`src/rtl/atm_cfg.svh`:
```
`ifndef ATM_CFG_SVH
`define ATM_CFG_SVH
// Register indices; byte address is four times the index
`define ATM_IDX_CONV 8'h20
`define ATM_IDX_TRIM_CTRL 8'h21
`define ATM_IDX_PHASE 8'h22
`define ATM_IDX_TRIM_RES 8'h23
`define ATM_IDX_AM_CTRL 8'h24
`define ATM_IDX_IRQ_STAT 8'h30
`define ATM_IDX_IRQ_EN 8'h31
`define ATM_IDX_IRQ_CLR 8'h32
// Reset and default values
`define ATM_RST_CONV 8'h00
`define ATM_RST_TRIM_CTRL 8'h00
`define ATM_RST_PHASE 8'h80
`define ATM_RST_TRIM_RES 8'h00
`define ATM_RST_AM_CTRL 8'h00
`define ATM_RST_IRQ 4'h0
// Field positions
`define ATM_TRIM_SRC_BIT 7
`define ATM_MAN_HI 6
`define ATM_MAN_LO 3
`define ATM_RES_HI 7
`define ATM_RES_LO 4
`define ATM_FAIL_BIT 3
`define ATM_MOD_SRC_BIT 7
`define ATM_MOD_HI 6
`define ATM_MOD_LO 1
// Implemented bits of the trim control, trim result and modulation control registers
`define ATM_TRIM_CTRL_MASK 8'hf8
`define ATM_TRIM_RES_MASK 8'hf8
`define ATM_AM_CTRL_MASK 8'hfe
// Bus encodings and interrupt event count
`define ATM_HSIZE_WORD 3'h2
`define ATM_HRESP_OKAY 1'b0
`define ATM_NUM_EV 4
`endif

```
`src/rtl/atm_pkg.sv`:
```
package atm_pkg;
  typedef logic [7:0] atm_byte_t;
  typedef logic [3:0] atm_trim_t;
  typedef logic [5:0] atm_level_t;
  typedef logic [3:0] atm_irq_t;
  // Interrupt status bit positions
  typedef enum logic [1:0] {
    ATM_EV_CONV,
    ATM_EV_TRIM,
    ATM_EV_FAIL,
    ATM_EV_MOD
  } atm_event_t;
endpackage

```
`src/rtl/atm_regs.sv`:
```
// Implementation choice: the AHB-Lite slave port.
`timescale 1ns/10ps
`include "atm_cfg.svh"
module atm_regs
  import atm_pkg::*;
#(
  parameter int ADC_W = 8,
  parameter int TRIM_W = 4,
  parameter int LVL_W = 6,
  parameter int SEG_W = 8
) (
  input wire logic clk,
  input wire logic rst_n,
  input wire logic hsel,
  input wire logic [31:0] haddr,
  input wire logic [1:0] htrans,
  input wire logic hwrite,
  input wire logic [2:0] hsize,
  input wire logic [31:0] hwdata,
  input wire logic hready,
  output logic [31:0] hrdata,
  output logic hreadyout,
  output logic hresp,
  input wire logic set_default,
  input wire logic conv_done,
  input wire logic [ADC_W-1:0] conv_data,
  input wire logic trim_cal_done,
  input wire logic [TRIM_W-1:0] trim_cal_code,
  input wire logic trim_cal_fail,
  input wire logic mod_cal_done,
  input wire logic [LVL_W-1:0] mod_cal_level,
  input wire logic [SEG_W-1:0] modulated_segment_mask,
  output logic [TRIM_W-1:0] tuning_switch_pins_1,
  output logic [TRIM_W-1:0] tuning_switch_pins_2,
  output atm_pkg::atm_byte_t phase_target,
  output logic am_use_mask,
  output logic [LVL_W-1:0] am_auto_level,
  output logic [SEG_W-1:0] am_seg_disable,
  output logic irq
);
  import atm_pkg::*;

  // Field widths are fixed by the register layout
  if (ADC_W != 8 || TRIM_W != 4 || LVL_W != 6 || SEG_W != 8) begin : g_bad_w
    $error("atm_regs: field widths are fixed by the register layout");
  end

  atm_byte_t conv_r;
  atm_byte_t trim_ctrl_r;
  atm_byte_t phase_r;
  atm_byte_t trim_res_r;
  atm_byte_t am_ctrl_r;
  atm_irq_t irq_stat_r;
  atm_irq_t irq_en_r;
  atm_irq_t irq_ev;
  logic dp_wr_r;
  logic [31:0] dp_addr_r;
  logic [31:0] hrdata_r;
  logic aphase;
  logic wr_trim;
  logic wr_phase;
  logic wr_am;
  logic wr_en;
  logic wr_clr;

  // True when a byte address selects the register at this index
  function automatic logic atm_hit(input logic [31:0] a,
                                   input atm_byte_t idx);
    atm_hit = (a == {22'h0, idx, 2'b00});
  endfunction

  // Read value of the register at an address; unmapped reads zero
  function automatic logic [31:0] atm_read(input logic [31:0] a);
    atm_read = 32'h0;
    if (atm_hit(a, `ATM_IDX_CONV)) begin
      atm_read[7:0] = conv_r;
    end else if (atm_hit(a, `ATM_IDX_TRIM_CTRL)) begin
      atm_read[7:0] = trim_ctrl_r & `ATM_TRIM_CTRL_MASK;
    end else if (atm_hit(a, `ATM_IDX_PHASE)) begin
      atm_read[7:0] = phase_r;
    end else if (atm_hit(a, `ATM_IDX_TRIM_RES)) begin
      atm_read[7:0] = trim_res_r & `ATM_TRIM_RES_MASK;
    end else if (atm_hit(a, `ATM_IDX_AM_CTRL)) begin
      atm_read[7:0] = am_ctrl_r & `ATM_AM_CTRL_MASK;
    end else if (atm_hit(a, `ATM_IDX_IRQ_STAT)) begin
      atm_read[3:0] = irq_stat_r;
    end else if (atm_hit(a, `ATM_IDX_IRQ_EN)) begin
      atm_read[3:0] = irq_en_r;
    end
  endfunction

  // Zero-wait slave: every transfer completes in one data phase
  assign hreadyout = 1'b1;
  assign hresp = `ATM_HRESP_OKAY;
  assign hrdata = hrdata_r;
  assign aphase = hsel & htrans[1] & hready;

  assign wr_trim = dp_wr_r & atm_hit(dp_addr_r, `ATM_IDX_TRIM_CTRL);
  assign wr_phase = dp_wr_r & atm_hit(dp_addr_r, `ATM_IDX_PHASE);
  assign wr_am = dp_wr_r & atm_hit(dp_addr_r, `ATM_IDX_AM_CTRL);
  assign wr_en = dp_wr_r & atm_hit(dp_addr_r, `ATM_IDX_IRQ_EN);
  assign wr_clr = dp_wr_r & atm_hit(dp_addr_r, `ATM_IDX_IRQ_CLR);

  // Address phase capture
  always_ff @(posedge clk or negedge rst_n) begin
    if (!rst_n) begin
      dp_wr_r <= 1'b0;
      dp_addr_r <= 32'h0;
    end else if (hready) begin
      dp_wr_r <= aphase & hwrite;
      dp_addr_r <= haddr;
    end
  end

  // Read data is fetched at the address phase edge
  always_ff @(posedge clk or negedge rst_n) begin
    if (!rst_n) begin
      hrdata_r <= 32'h0;
    end else if (aphase & ~hwrite) begin
      hrdata_r <= atm_read(haddr);
    end
  end

  always_ff @(posedge clk or negedge rst_n) begin
    if (!rst_n) begin
      conv_r <= `ATM_RST_CONV;
    end else if (set_default) begin
      conv_r <= `ATM_RST_CONV;
    end else if (conv_done) begin
      conv_r <= conv_data;
    end
  end

  always_ff @(posedge clk or negedge rst_n) begin
    if (!rst_n) begin
      trim_ctrl_r <= `ATM_RST_TRIM_CTRL;
    end else if (set_default) begin
      trim_ctrl_r <= `ATM_RST_TRIM_CTRL;
    end else if (wr_trim) begin
      trim_ctrl_r <= hwdata[7:0] & `ATM_TRIM_CTRL_MASK;
    end
  end

  always_ff @(posedge clk or negedge rst_n) begin
    if (!rst_n) begin
      phase_r <= `ATM_RST_PHASE;
    end else if (set_default) begin
      phase_r <= `ATM_RST_PHASE;
    end else if (wr_phase) begin
      phase_r <= hwdata[7:0];
    end
  end
  assign phase_target = phase_r;

  // Fail flag from the same run
  always_ff @(posedge clk or negedge rst_n) begin
    if (!rst_n) begin
      trim_res_r <= `ATM_RST_TRIM_RES;
    end else if (set_default) begin
      trim_res_r <= `ATM_RST_TRIM_RES;
    end else if (trim_cal_done) begin
      trim_res_r <= {trim_cal_code, trim_cal_fail, 3'b000};
    end
  end

  // Calibration overrides a same-cycle write to the level field
  always_ff @(posedge clk or negedge rst_n) begin
    if (!rst_n) begin
      am_ctrl_r <= `ATM_RST_AM_CTRL;
    end else if (set_default) begin
      am_ctrl_r <= `ATM_RST_AM_CTRL;
    end else if (mod_cal_done) begin
      am_ctrl_r[`ATM_MOD_HI:`ATM_MOD_LO] <= mod_cal_level;
      if (wr_am) begin
        am_ctrl_r[`ATM_MOD_SRC_BIT] <= hwdata[`ATM_MOD_SRC_BIT];
      end
    end else if (wr_am) begin
      am_ctrl_r <= hwdata[7:0] & `ATM_AM_CTRL_MASK;
    end
  end

  assign irq_ev[ATM_EV_CONV] = conv_done;
  assign irq_ev[ATM_EV_TRIM] = trim_cal_done;
  assign irq_ev[ATM_EV_FAIL] = trim_cal_done & trim_cal_fail;
  assign irq_ev[ATM_EV_MOD] = mod_cal_done;

  // Sticky status; a new event beats a same-cycle clear
  genvar gi;
  generate
    for (gi = 0; gi < `ATM_NUM_EV; gi++) begin : g_stat
      always_ff @(posedge clk or negedge rst_n) begin
        if (!rst_n) begin
          irq_stat_r[gi] <= 1'b0;
        end else if (irq_ev[gi]) begin
          irq_stat_r[gi] <= 1'b1;
        end else if (wr_clr & hwdata[gi]) begin
          irq_stat_r[gi] <= 1'b0;
        end
      end
    end
  endgenerate

  always_ff @(posedge clk or negedge rst_n) begin
    if (!rst_n) begin
      irq_en_r <= `ATM_RST_IRQ;
    end else if (wr_en) begin
      irq_en_r <= hwdata[3:0];
    end
  end

  assign irq = |(irq_stat_r & irq_en_r);

  atm_trim_mux #(
    .TRIM_W(TRIM_W)
  ) i_atm_trim_mux (
    .clk(clk),
    .rst_n(rst_n),
    .manual_sel(trim_ctrl_r[`ATM_TRIM_SRC_BIT]),
    .manual_trim_bits(trim_ctrl_r[`ATM_MAN_HI:`ATM_MAN_LO]),
    .auto_trim_result(trim_res_r[`ATM_RES_HI:`ATM_RES_LO]),
    .pins_grp1(tuning_switch_pins_1),
    .pins_grp2(tuning_switch_pins_2)
  );

  atm_mod_mux #(
    .LVL_W(LVL_W),
    .SEG_W(SEG_W)
  ) i_atm_mod_mux (
    .clk(clk),
    .rst_n(rst_n),
    .use_mask(am_ctrl_r[`ATM_MOD_SRC_BIT]),
    .auto_mod_level(am_ctrl_r[`ATM_MOD_HI:`ATM_MOD_LO]),
    .modulated_segment_mask(modulated_segment_mask),
    .mask_active(am_use_mask),
    .level_out(am_auto_level),
    .seg_disable(am_seg_disable)
  );
endmodule

```
`src/rtl/atm_trim_mux.sv`:
```
`timescale 1ns/10ps
module atm_trim_mux #(
  parameter int TRIM_W = 4
) (
  input wire logic clk,
  input wire logic rst_n,
  input wire logic manual_sel,
  input wire logic [TRIM_W-1:0] manual_trim_bits,
  input wire logic [TRIM_W-1:0] auto_trim_result,
  output logic [TRIM_W-1:0] pins_grp1,
  output logic [TRIM_W-1:0] pins_grp2
);
  // Same switch pattern on both groups
  always_ff @(posedge clk or negedge rst_n) begin
    if (!rst_n) begin
      pins_grp1 <= '0;
      pins_grp2 <= '0;
    end else begin
      pins_grp1 <= manual_sel ? manual_trim_bits : auto_trim_result;
      pins_grp2 <= manual_sel ? manual_trim_bits : auto_trim_result;
    end
  end
endmodule

```
`src/rtl/atm_mod_mux.sv`:
```
`timescale 1ns/10ps
module atm_mod_mux #(
  parameter int LVL_W = 6,
  parameter int SEG_W = 8
) (
  input wire logic clk,
  input wire logic rst_n,
  input wire logic use_mask,
  input wire logic [LVL_W-1:0] auto_mod_level,
  input wire logic [SEG_W-1:0] modulated_segment_mask,
  output logic mask_active,
  output logic [LVL_W-1:0] level_out,
  output logic [SEG_W-1:0] seg_disable
);
  // Mask disables segments only in mask mode
  always_ff @(posedge clk or negedge rst_n) begin
    if (!rst_n) begin
      mask_active <= 1'b0;
      level_out <= '0;
      seg_disable <= '0;
    end else begin
      mask_active <= use_mask;
      level_out <= use_mask ? '0 : auto_mod_level;
      seg_disable <= use_mask ? modulated_segment_mask : '0;
    end
  end
endmodule

```
`config.mk`:
```
export PLATFORM = sky130hd
export DESIGN_NAME = atm_regs
export DESIGN_NICKNAME = d
export VERILOG_FILES = /design/src/rtl/atm_pkg.sv /design/src/rtl/atm_regs.sv /design/src/rtl/atm_trim_mux.sv /design/src/rtl/atm_mod_mux.sv
export VERILOG_INCLUDE_DIRS = /design/src /design/src/rtl
export SDC_FILE = /design/constraint.sdc
export NUM_CORES = 1
export LEC_CHECK = 0
export CAP_MARGIN = 20
export CELL_PAD_IN_SITES_DETAIL_PLACEMENT = 0
export CELL_PAD_IN_SITES_GLOBAL_PLACEMENT = 1
export CORE_MARGIN = 3
export CORE_UTILIZATION = 50
export DETAILED_ROUTE_END_ITERATION = 10
export DONT_BUFFER_PORTS = 1
export PLACE_DENSITY_LB_ADDON = 0.1
export SETUP_SLACK_MARGIN = 0.1
export SYNTH_ARGS = -nofsm -noshare
export SYNTH_HDL_FRONTEND = slang
export SYNTH_SLANG_ARGS = --single-unit
```
`constraint.sdc`:
```
create_clock -name clk -period 4.6 [get_ports clk]
set_clock_uncertainty 0.1 [all_clocks]
set_input_delay 0.46 -clock clk [delete_from_list [all_inputs] [get_ports clk]]
set_output_delay 0.46 -clock clk [all_outputs]
set_load 0.03 [all_outputs]
```
---- After elaboration in Yosys (flattened, before gate mapping) ----
Index checks and enable logic that the tools add are counted.
word-level totals
  bits in registers ....................... 107
  input bits .............................. 105
  output and inout bits ................... 66
  word-level logic and storage cells ...... 89
operators by class
  equal/unequal tests ..................... 12
  mux-type cells .......................... 32
  bitwise logic cells ..................... 16
  reduce and logical (&&, ||, !) cells .... 11
operators by type and width
  operator                                                           number
  32-bit by 8-bit == test with 1-bit output (second input constant)  12
  8-bit 2-to-1 mux                                                   15
  4-bit 2-to-1 mux                                                   5
  2-bit nonzero test                                                 9
  1-bit AND                                                          14
  1-bit 2-to-1 mux                                                   10
  7-bit 2-to-1 mux                                                   1
  6-bit 2-to-1 mux                                                   1
  4-bit AND                                                          1
  4-bit OR reduction                                                 1
  3-bit nonzero test                                                 1
  1-bit NOT                                                          1

---- Longest topological paths before layout ----
  word-level depth ........................ 8
  depth in mapped cells ................... 7
  depth with buffers taken out ............ 5

---- Modules after synthesis ----
From an unflattened synthesis, not the netlist that was laid out.
second synthesis, totals
  cells, all modules ...................... 402
  area, all modules ....................... 4820.9 µm²
by module, submodules not included
  module        instances  cells an instance  area each (µm²)  sequential area each (µm²)
  atm_regs      1          360                4170.2           2053.2
  atm_mod_mux   1          30                 475.5            375.4
  atm_trim_mux  1          12                 175.2            100.1

---- Worst setup path before layout ----
No wires, ideal clock.
  kind .................................... input to register
  from .................................... input haddr[4]
  to ...................................... register hrdata_r[4] (netlist: hrdata[4])
  setup time .............................. 0.110 ns
  arrival ................................. 1.706 ns
  data required time ...................... 4.390 ns
  slack ................................... 2.684 ns
  stages .................................. 5
  path buffers ............................ 1
  cell sequence ........................... clkbuf_1 > nor3_1 > and4_1 > a222oi_1 > o41ai_1
between the ends
  longest elaborated chain between the ends .. 6
  elaborated cells between the ends (all ways) .. 10
  classes of those cells .................. eq/ne (5); mux (5)
ends and longest elaborated chain
  item                                       line             RTL
  start: declaration                         atm_regs.sv:15   input wire logic [31:0] haddr,
  32-bit by 8-bit == test with 1-bit output  atm_regs.sv:69   atm_hit = (a == {22'h0, idx, 2'b00});
  4-bit 2-to-1 mux                           atm_regs.sv:83   end else if (atm_hit(a, `ATM_IDX_AM_CTRL)) begin
  8-bit 2-to-1 mux                           atm_regs.sv:81   end else if (atm_hit(a, `ATM_IDX_TRIM_RES)) begin
  8-bit 2-to-1 mux                           atm_regs.sv:79   end else if (atm_hit(a, `ATM_IDX_PHASE)) begin
  8-bit 2-to-1 mux                           atm_regs.sv:77   end else if (atm_hit(a, `ATM_IDX_TRIM_CTRL)) begin
  8-bit 2-to-1 mux (*)                       atm_regs.sv:75   if (atm_hit(a, `ATM_IDX_CONV)) begin
  end signal: assignment                     atm_regs.sv:120  hrdata_r <= atm_read(haddr);
  end: declaration                           atm_regs.sv:58   logic [31:0] hrdata_r;
Mark *: on every way between the ends. The rest lies on a longest branch, timed or not.
A chain may end at the register's enable or synchronous reset.

---- Worst setup path in the final report ----
  from .................................... register dp_addr_r[19]
  to ...................................... register irq_en_r[1]
between the ends
  longest elaborated chain between the ends .. 2
ends and longest elaborated chain
  item                                       line             RTL
  start: declaration                         atm_regs.sv:57   logic [31:0] dp_addr_r;
  start signal: assignment                   atm_regs.sv:111  dp_addr_r <= haddr;
  32-bit by 8-bit == test with 1-bit output  atm_regs.sv:69
  1-bit AND                                  atm_regs.sv:101  assign wr_en = dp_wr_r & atm_hit(dp_addr_r, `ATM_IDX_IRQ_EN);
  end signal: assignment                     atm_regs.sv:205  irq_en_r <= `ATM_RST_IRQ;
  end signal: assignment                     atm_regs.sv:207  irq_en_r <= hwdata[3:0];
  end: declaration                           atm_regs.sv:54   atm_irq_t irq_en_r;
Every way passes these cells.

==> metrics.txt <==
layout cell share with drive strength beyond 1 19.79%; status finished, final reports clean; Final Slew Violations 0; drt drc 0; Slew headroom 54.90%; nets@finish between 400 and 500; Starting Density 51.50%; port bufs 0; Final ANT Viol Nets 0; die height around 100 um; post-synthesis mux area share 17.27%; overall routing resource usage approximately 20%; fmax 458.9 MHz; first-pass GRT wire length 16740 um; Post-Synth XOR/XNOR Area 0%; worst slew pin tran approximately 0.67 ns; PwrDens 342.8 nW/um2; # rows 35; via count 2847; Core ar. 9284 um2; max incr delay on CP 0.41 ns; reg2reg setup slack 2.42 ns; Most used DFF post-synth dfrtp_1; async set-reset flop share out of synthesis 100.0%; main combinational cell family by area after synthesis multiplexers; Via density about 5.5; Critical Path Source Type flip-flop; root buffer cell clkbuf_8; full die area 10770 um2; CP Cell Sequence nor4_4 -> nand4_4 -> nor2_1 -> nand4b_1 -> mux2_2; Worst-Skew Late Latency 0.36 ns; Synth Area in Simple Gates 16.49%; commonest non-fill, non-tap cell in the layout dfrtp_1; WL per Instance roughly 20 um; # diodes 0; Sink Count a little over 100; RePlAce Congestion 0.7799; #FFs+latches synth slightly above 100; Mapped Cells slightly below 400; grt total ovfl 0; P&R area growth vs syn 4.318%; clk slew on worst S/H paths 0.10 ns; WP data arrival between 2 and 2.5 ns; Setup crit end kind flip-flop; VDD IR-drop max 0.1702 mV; endpoints failing setup 0; Mapped Avg Cell Area ~12 um2; Post-synth EDFFs 0; dpl hpwl 7532 um; cts repair resizes 0; Netlist Area Pre-Place 4781 um2; compound-cell area share of the yosys netlist between 6 and 7%; Final Hold Fails 0; worst slack, placed between 2 and 2.5 ns; RSZ-0062 raised after global routing false; leakage 2.124 nW; largest net degree at the start of global routing 102; period utilisation layout 47.37%; Die W between 100 and 150 um; initial antenna violation count 0; CTS max path bufs 2; adder-cell share of the synthesized area 0%; H-Tree Depth 3; Num CTS Buffers 9; critical path class flip-flop to flip-flop; Fill cells 851; CTS tree yes; vias in the first global route 3118; Max-Cap Viols 0; IO Pins 171; library cells used by synthesis 50; commonest cells after routing, fill and taps aside dfrtp_1 (100), mux2_2 (44), nor2_1 (40); Critical Path Fanout Max 5; setup TNS 0 ns; sequential share of the synthesized area 52.89%; yosys warns 0; slowest cell on the critical path dfrtp_1; DRT Wirelength 10260 um; drt pass-1 iters 4; clock period minus final worst setup slack 2.179 ns; Data required, critical path between 4 and 5 ns; worst min path class primary input to flip-flop; initial DRC count 149; Setup WS post-layout ~2.4 ns
## synthesized netlist by cell type, types with 3 or more instances
cell type	n	area share, %
a211oi_2	4	1.0
a21o_1	3	0.47
a21oi_1	5	0.52
a222oi_1	3	0.63
a22oi_1	4	0.63
and2_1	9	1.2
and3_1	3	0.39
buf_1	4	0.31
buf_4	30	4.7
clkbuf_1	14	1.1
dfrtp_1	100	52
inv_1	5	0.39
mux2_2	44	10
mux2i_1	33	6.9
nand2_1	12	0.94
nand2b_1	5	0.65
nand3_1	7	0.73
nand4b_1	4	0.73
nor2_1	40	3.1
nor2b_1	8	1.0
nor3_1	5	0.52
nor4_1	4	0.52
nor4_4	4	1.8
o21ai_0	9	0.94
o41ai_1	3	0.55
## stage by stage
step	instance area [um2]	hold slack (ns)	total power, W	utilization, %	instances
after floorplan	4871	0.06441	0.001139	-	419
after detailed placement	4740	0.06692	0.001125	51.05	500
after global placement	4740	0.06666	0.001121	51.05	500
after CTS	4987	0.02311	0.001733	53.72	518
after global routing	4987	0.01307	0.001785	53.72	518
final	4987	0.03679	0.001710	53.72	518
## repair_timing
action,in CTS,in global routing
buffers inserted,0,0
hold endpoints to repair,101,0
endpoints found under the setup margin,0,0
hold buffers,2,0
## flip-flops by register name, indices dropped and copies added, names as in the netlist
signal                     count
i_atm_mod_mux.level_out        6
irq_stat_r                     4
dp_wr_r                        1
conv_r                         8
irq_en_r                       4
trim_res_r                     5
i_atm_mod_mux.seg_disable      8
trim_ctrl_r                    5
i_atm_mod_mux.mask_active      1
dp_addr_r                     32
phase_target                   8
hrdata                         8
am_ctrl_r                      7
i_atm_trim_mux.pins_grp2       4
## critical path, delay by kind of cell (launching register included)
family           cells  cell delay, ns
DFF                  1            0.41
and+or+nand+nor      4            1.21
muxes                1            0.36
## power by group
part	internal, W	total, W	leakage, nW	switching [W]
registers	0.000933	0.000987	1.28	0.0000545
clock network	0.000285	0.000584	0.103	0.000300
logic	0.0000614	0.000138	0.740	0.0000768
## area by class of cell
type,count,area [um2],area share [%]
Sequential cell,101,2529,50.70
Timing Repair Buffer,2,37.54,0.7526
Clock inverter,4,55.05,1.104
Tap cell,129,161.4,3.236
Clock buffer,12,155.1,3.111
Inverter,5,18.77,0.3763
Multi-Input combinational cell,265,2031,40.72
## final timing paths
path / cells past startpoint / end / startpoint
min in group asynchronous: 2 / dp_wr_r / rst_n
setup / recovery: 5 / irq_en_r[1] / dp_addr_r[19]
hold reg to reg: 1 / dp_addr_r[1] / dp_addr_r[1]
hold / removal: 1 / am_ctrl_r[4] / set_default
setup reg to reg: 5 / irq_en_r[1] / dp_addr_r[19]
max in group asynchronous: 2 / phase_target[7] / rst_n
## per-layer routing
layer  vias to the layer above  routed length [um]  GRT usage [%]
met5                         -                   0              0
met4                         0                 105          5.318
met3                        10                1033          8.287
met2                       108                4955          32.43
met1                      1406                4165          24.72
li1                       1323                   -              -
## kinds of logic (layout without fill, tap and decap cells)
family                 Yosys count  in the layout
AO/OA/AOI/OAI                   42             42
flip-flops                     101            101
buffers and inverters           53             23
other                            2             26
multiplexers                    77             77
AND/OR/NAND/NOR                120            120
No activity file was read; power rests on OpenSTA's default activity.
